File: src/qec_pkg.sv
// shared constants for the quadrature event counter
package qec_pkg;
    localparam int CNT_W = 16;
    localparam logic [15:0] CNT_MAX = 16'hFFFF;
    localparam logic [15:0] CNT_MIN = 16'h0000;
    localparam logic [15:0] CNT_RESET = 16'h0000;
    localparam logic [15:0] RELOAD_RESET = 16'h0000;
    localparam int SYNC_STAGES = 3;
    // reload_or_freerun_select encoding
    localparam logic SEL_RELOAD = 1'b0;
    localparam logic SEL_FREERUN = 1'b1;
    // quad_edge_processing_select encoding
    localparam logic SEL_NORMAL = 1'b0;
    localparam logic SEL_X4 = 1'b1;
endpackage

File: src/qec_step_if.sv
// count step pulses passed from the phase decoder to the counter
`timescale 1ns/10ps
interface qec_step_if;
    logic step_up;
    logic step_down;
    modport decoder (output step_up, output step_down);
    modport counter (input step_up, input step_down);
endinterface

File: src/qec_phase_decoder.sv
// two-phase pin synchroniser and up/down step decoder
`timescale 1ns/10ps
module qec_phase_decoder
    import qec_pkg::*;
(
    input wire logic clk,
    input wire logic rst_n,
    input wire logic phase_a_input_pin,
    input wire logic phase_b_input_pin,
    input wire logic quad_edge_processing_select,
    qec_step_if.decoder step
);
    typedef struct packed {
        logic [SYNC_STAGES-1:0] a_sync;
        logic [SYNC_STAGES-1:0] b_sync;
        logic a_filt;
        logic b_filt;
        logic [1:0] warm;
        logic up;
        logic down;
    } dec_state_t;

    dec_state_t st_q;
    dec_state_t st_d;
    logic a_new;
    logic b_new;
    logic a_chg;
    logic b_chg;
    logic warm_done;

    // shift pins in, accept a level once stages two and three agree
    always_comb
    begin
        st_d = st_q;
        st_d.a_sync = {st_q.a_sync[SYNC_STAGES-2:0],
                       phase_a_input_pin};
        st_d.b_sync = {st_q.b_sync[SYNC_STAGES-2:0],
                       phase_b_input_pin};
        a_new = st_q.a_filt;
        b_new = st_q.b_filt;
        if (st_q.a_sync[1] == st_q.a_sync[2])
        begin
            a_new = st_q.a_sync[2];
        end
        if (st_q.b_sync[1] == st_q.b_sync[2])
        begin
            b_new = st_q.b_sync[2];
        end
        // after reset, follow the pins without stepping: no false edge
        warm_done = st_q.warm == 2'(SYNC_STAGES);
        if (!warm_done)
        begin
            st_d.warm = st_q.warm + 2'h1;
            a_new = st_q.a_sync[1];
            b_new = st_q.b_sync[1];
        end
        a_chg = warm_done && (a_new != st_q.a_filt);
        b_chg = warm_done && (b_new != st_q.b_filt);
        st_d.a_filt = a_new;
        st_d.b_filt = b_new;
        st_d.up = 1'b0;
        st_d.down = 1'b0;
        if (quad_edge_processing_select == SEL_X4)
        begin
            // one pin moved: direction from old a against new b
            if (a_chg ^ b_chg)
            begin
                st_d.up = ~(st_q.a_filt ^ b_new);
                st_d.down = st_q.a_filt ^ b_new;
            end
        end
        else
        begin
            // normal: only b edges while a is high
            if (b_chg && !a_chg && st_q.a_filt)
            begin
                st_d.up = b_new;
                st_d.down = ~b_new;
            end
        end
    end

    // state register
    always_ff @(posedge clk or negedge rst_n)
    begin
        if (!rst_n)
        begin
            st_q <= '0;
        end
        else
        begin
            st_q <= st_d;
        end
    end

    assign step.step_up = st_q.up;
    assign step.step_down = st_q.down;
endmodule

File: src/quadrature_event_counter.sv
// quadrature event counter channel top
//
// Summary of operation
// - Counting begins only after the channel start bit is set to one.
// - Counting stops when the channel start bit is cleared to zero.
// - An interrupt pulse is raised on each overflow up or underflow down.
// - Both channel pins serve as inputs for the two phases.
// - The count output always shows the live counter value.
// - While idle a write loads both the reload register and the counter.
// - After the first count while active a write loads only the reload.
// - In x4 mode, b rising with a high gives an up count on every edge.
// - In x4 mode, b falling with a high gives a down count on every edge.
// - Reload type reloads on wrap, free-run type wraps without reload.
// - One select bit picks normal or x4, another picks reload or free-run.
`timescale 1ns/10ps
module quadrature_event_counter
    import qec_pkg::*;
(
    input wire logic CLK_SYS,
    input wire logic RESET_N,
    input wire logic CHANNEL_COUNT_START_BIT,
    input wire logic RELOAD_OR_FREERUN_SELECT,
    input wire logic QUAD_EDGE_PROCESSING_SELECT,
    input wire logic PHASE_A_INPUT_PIN_I,
    output logic PHASE_A_INPUT_PIN_O,
    output logic PHASE_A_INPUT_PIN_OE,
    input wire logic PHASE_B_INPUT_PIN,
    input wire logic COUNT_WR_STB,
    input wire logic [CNT_W-1:0] COUNT_WR_DATA,
    output logic [CNT_W-1:0] CHANNEL_COUNT_REGISTER,
    output logic COUNTING,
    output logic IRQ
);
    // run phase of the channel, one-hot
    typedef enum logic [2:0] {
        ST_IDLE = 3'b001,
        ST_ARMED = 3'b010,
        ST_ACTIVE = 3'b100
    } run_phase_t;

    // every register of the channel
    typedef struct packed {
        run_phase_t phase;
        logic [CNT_W-1:0] count;
        logic [CNT_W-1:0] reload;
        logic irq;
        logic counting;
        logic pin_o;
        logic pin_oe;
    } cnt_state_t;

    // state and its next value
    cnt_state_t st_q;
    cnt_state_t st_d;

    // decisions of the current cycle
    logic run;
    logic take_up;
    logic take_down;
    logic at_top;
    logic at_bottom;
    logic free_run;
    logic locked;

    // step pulses from the decoder
    qec_step_if step_bus ();

    // edge decoding of the two phase pins
    qec_phase_decoder u_decoder (
        .clk(CLK_SYS),
        .rst_n(RESET_N),
        .phase_a_input_pin(PHASE_A_INPUT_PIN_I),
        .phase_b_input_pin(PHASE_B_INPUT_PIN),
        .quad_edge_processing_select(QUAD_EDGE_PROCESSING_SELECT),
        .step(step_bus.decoder)
    );

    // next state of the whole channel
    always_comb
    begin
        st_d = st_q;
        // interrupt is a one-cycle pulse
        st_d.irq = 1'b0;

        // start bit gates every count step
        run = CHANNEL_COUNT_START_BIT;
        take_up = run && step_bus.step_up;
        take_down = run && step_bus.step_down && !step_bus.step_up;

        // ends of the count range
        at_top = st_q.count == CNT_MAX;
        at_bottom = st_q.count == CNT_MIN;

        // count type select
        free_run = RELOAD_OR_FREERUN_SELECT == SEL_FREERUN;

        // writes reach only the reload once a step was taken
        locked = run && (st_q.phase == ST_ACTIVE);

        // run phase: stopped, started, first step seen
        unique case (st_q.phase)
            ST_IDLE:
            begin
                if (take_up || take_down)
                begin
                    st_d.phase = ST_ACTIVE;
                end
                else if (run)
                begin
                    st_d.phase = ST_ARMED;
                end
            end

            ST_ARMED:
            begin
                if (!run)
                begin
                    st_d.phase = ST_IDLE;
                end
                else if (take_up || take_down)
                begin
                    st_d.phase = ST_ACTIVE;
                end
            end

            ST_ACTIVE:
            begin
                if (!run)
                begin
                    st_d.phase = ST_IDLE;
                end
            end

            default:
            begin
                st_d.phase = ST_IDLE; // illegal code recovers
            end
        endcase

        // software write of the count register
        if (COUNT_WR_STB)
        begin
            st_d.reload = COUNT_WR_DATA;
            if (!locked)
            begin
                st_d.count = COUNT_WR_DATA;
            end
        end

        // step up; a step wins over a write in the same cycle
        if (take_up)
        begin
            if (at_top)
            begin
                st_d.irq = 1'b1;
                // free-run wraps, reload type restarts from the reload
                if (free_run)
                begin
                    st_d.count = CNT_MIN;
                end
                else
                begin
                    st_d.count = st_d.reload;
                end
            end
            else
            begin
                st_d.count = st_q.count + 16'h0001;
            end
        end

        // step down, same wrap handling at the bottom
        if (take_down)
        begin
            if (at_bottom)
            begin
                st_d.irq = 1'b1;
                // free-run wraps, reload type restarts from the reload
                if (free_run)
                begin
                    st_d.count = CNT_MAX;
                end
                else
                begin
                    st_d.count = st_d.reload;
                end
            end
            else
            begin
                st_d.count = st_q.count - 16'h0001;
            end
        end

        // phase A pin stays an input, flag follows the phase
        st_d.pin_o = 1'b0;
        st_d.pin_oe = 1'b0;
        st_d.counting = st_q.phase == ST_ACTIVE;
    end

    // state register, the only clocked process
    always_ff @(posedge CLK_SYS or negedge RESET_N)
    begin
        if (!RESET_N)
        begin
            st_q <= '{phase: ST_IDLE, count: CNT_RESET,
                      reload: RELOAD_RESET, irq: 1'b0,
                      counting: 1'b0, pin_o: 1'b0, pin_oe: 1'b0};
        end
        else
        begin
            st_q <= st_d;
        end
    end

    // every output straight from the state register
    assign CHANNEL_COUNT_REGISTER = st_q.count;
    assign IRQ = st_q.irq;
    assign COUNTING = st_q.counting;
    assign PHASE_A_INPUT_PIN_O = st_q.pin_o;
    assign PHASE_A_INPUT_PIN_OE = st_q.pin_oe;
endmodule

File: config.mk
export PLATFORM = sky130hd
export DESIGN_NAME = quadrature_event_counter
export DESIGN_NICKNAME = d
export VERILOG_FILES = /design/src/qec_pkg.sv /design/src/qec_step_if.sv /design/src/qec_phase_decoder.sv /design/src/quadrature_event_counter.sv
export SDC_FILE = /design/constraint.sdc
export NUM_CORES = 1
export LEC_CHECK = 0
export BUFFER_PORTS_ARGS = -buffer_cell sky130_fd_sc_hd__buf_2
export CORE_AREA = 2 2 110 112
export CTS_CLUSTER_DIAMETER = 30
export CTS_CLUSTER_SIZE = 24
export DETAILED_ROUTE_END_ITERATION = 7
export DIE_AREA = 0 0 112 114
export REMOVE_ABC_BUFFERS = 1
export SYNTH_ARGS = -nofsm -noshare
export SYNTH_HDL_FRONTEND = slang
export SYNTH_SLANG_ARGS = --single-unit
export TNS_END_PERCENT = 20
File: constraint.sdc
create_clock -name CLK_SYS -period 3.3 [get_ports CLK_SYS]
set_clock_uncertainty 0.1 [all_clocks]
set_input_delay 0.495 -clock CLK_SYS [delete_from_list [all_inputs] [get_ports CLK_SYS]]
set_output_delay 0.495 -clock CLK_SYS [all_outputs]
set_load 0.01 [all_outputs]
==> metrics.cfg <==
[global_routing]
use_met2=0.231
overflow=0
top_usage_layer=met2
met1_usage=0.205
grt.total_usage=0.147
grt_max_degree=36
grt_pass1_wl_um=14900
grt_pass1_vias=2750
antenna_found_initial=0
met3_usage=0.0308

[drt]
drc_errors=0
vias=2987
vias_per_cell=5.51
finalWirelength_um=9390
wire_per_inst_um=17.3
drt-initial-drc-count=327
drt-pass1-iter-count=5
drtAntennaViolNets=0

[cells_and_area]
layout_common_cells=dfrtp_1, buf_2, nand2_1
diodes=0
post-route-util=0.316
layout_commonest_cell=dfrtp_1
syn_to_final_growth_pct=8.34
fin_nets=423
drive_above_1_share=0.190
fin_cells=542

[timing]
fmax_mhz=381
hold_viol=0
fin_tns_setup_ns=0
fin_hold_ws_ns=0.192
setup_viol=0
slew_headroom=0.460
final.min_clock_period_ns=2.63
rsz0062_at_grt=no
worst_pin_slew_ns=0.810
maxSlewViolCount=0
fin_crit_sh=0.796

[synthesis]
ys_types=68
synth_top_area_frac=0.351
ys_top_cells_by_area=dfrtp_1, buf_4, nand2_1
yosysTopAreaCell=dfrtp_1
synth-async-reset-ratio=1.00
ys_seq_area_frac=0.359
netlist_instances=387
yosys_warnings=0
synth-seq-cells=49
netlist_area_um2=3420
synth_ff_type=dfrtp_1
synth_edf_count=0
syn_area_per_cell_um2=8.84

[worst_setup_path]
path_buf_inv=1
cp_top_family=simple AND/OR/NAND/NOR gates
end_kind=register
cp_cell_sequence=inv_1 > ha_1 > or3b_1 > or3_1 > o31a_1 > o221ai_2 > a31oi_1 > o21a_1
cp_max_fo=10
cp-start-kind=register
crit_type=register to register
slowest_stage=or3b_1
cpPeakStageDelay_ns=0.50
worstPathRequired_ns=3.39
cp.arrival_ns=2.72

[pwr]
p_seq_frac=0.443
power_leakage_uw=0.00152
combinationalPowerShare=0.278
p_switching_uw=715
ir_worst_vdd_uv=249
power_frac_clock=0.279
p_sw_frac=0.372
p_int_uw=1210
p_per_area_nw_per_um2=518

[clock_network]
htreeDepth=2
post_cts_resized=0
hold_buffers=0
cts-root-buf=clkbuf_16
clock_latency_ns=0.30
cts_tree=built
cts_setup_buffers=0
cts_buffers=5
path_clk_slew_ns=0.07
cts.sinks=49
cts_max_path_buffers=2

[die]
initial_core_util=0.292
die_area_um2=12800
die_height_um=114
core_area_um2=11700
ios=44
die_w_um=112
placementRows=40

[worst_hold_path]
hold_class=primary input to async pin

[placed_design]
post-place-cells=534
place.port_buffers=41
place_hpwl_um=6710
gp_congestion=0.928

[run_status]
status=completed

[job]
maxCapViolations=0

## cells by family (layout without fill, tap and decap cells)
family                     Yosys count  after routing  share of synthesized area
adders and majority gates            5              5                     0.0183
xor gates and xnor gates            19             19                     0.0487
AOI/OAI and AO/OA                  109            109                      0.210
buffers and inverters               64             71                      0.105
other                                1              2                    0.00110
muxes                               11             11                     0.0344
DFF                                 49             49                      0.359
and+or+nand+nor                    129            129                      0.224
## worst paths after layout
path	startpoint	endpoint	slack, ns	cells past startpoint
hold reg to reg	u_decoder.st_d[10]	u_decoder.st_d[11]	0.26	0
hold / removal	RESET_N	CHANNEL_COUNT_REGISTER[8]	0.19	1
setup reg to reg	CHANNEL_COUNT_REGISTER[0]	CHANNEL_COUNT_REGISTER[10]	0.67	8
setup / recovery	CHANNEL_COUNT_REGISTER[0]	CHANNEL_COUNT_REGISTER[10]	0.67	8
min in group CLK_SYS	PHASE_B_INPUT_PIN	u_decoder.st_d[7]	0.21	1
max in group asynchronous	RESET_N	u_decoder.st_q[11]	2.20	2
## synthesized netlist by cell type, types with 4 or more instances
library cell	number
a21o_1	5
a21oi_1	24
a31oi_1	9
and2_1	4
and3_1	4
and4_1	4
buf_2	8
buf_4	21
buf_6	4
clkbuf_1	14
dfrtp_1	48
ha_1	5
inv_1	17
mux2_2	6
mux2i_1	5
nand2_1	33
nand2b_1	4
nand3_1	11
nand4_1	6
nor2_1	21
nor3_1	11
nor3b_1	4
o211ai_1	6
o21ai_0	23
o21ai_1	5
xnor2_1	12
xor2_1	7
## layer usage
layer	up-vias	wire (µm)
met5	-	0
met1	1440	4310
met2	118	4270
met3	21	578
li1	1408	-
met4	0	231
## per-stage QoR
| stage | area [µm²] | power (µW) | worst slack, ns |
|---|---|---|---|
| 2_1_floorplan | 3130 | 1180 | 0.958 |
| 3_3_place_gp | 3550 | 1380 | 0.774 |
| 3_5_place_dp | 3550 | 1390 | 0.756 |
| 4_1_cts | 3700 | 1930 | 0.724 |
| 5_1_grt | 3700 | 2030 | 0.610 |
| 6_report | 3700 | 1920 | 0.674 |
## state kept, by name, summed over array words and instances (netlist names)
signal / count
IRQ: 1
CHANNEL_COUNT_REGISTER: 16
u_decoder.step.step_down: 1
u_decoder.st_d: 4
u_decoder.st_q: 6
u_decoder.step.step_up: 1
COUNTING: 1
st_q: 19
## power groups by stage
stage | Sequential (µW) | Combinational (µW) | Clock, µW
final | 851 | 534 | 536
after global routing | 869 | 589 | 574
after CTS | 848 | 533 | 546
after detailed placement | 861 | 527 | 0
after global placement | 851 | 525 | 0
after floorplan | 845 | 332 | 0
## cell type report
cell class / count / area (µm²)
fill: 1280 / 8010
clock inverter: 3 / 25.0
clock buffer: 5 / 125
sequential: 49 / 1230
timing repair buffer: 46 / 243
inverter: 17 / 63.8
multi-input combinational: 275 / 1840
tap: 147 / 184
Power figures use the tool's default switching activity.
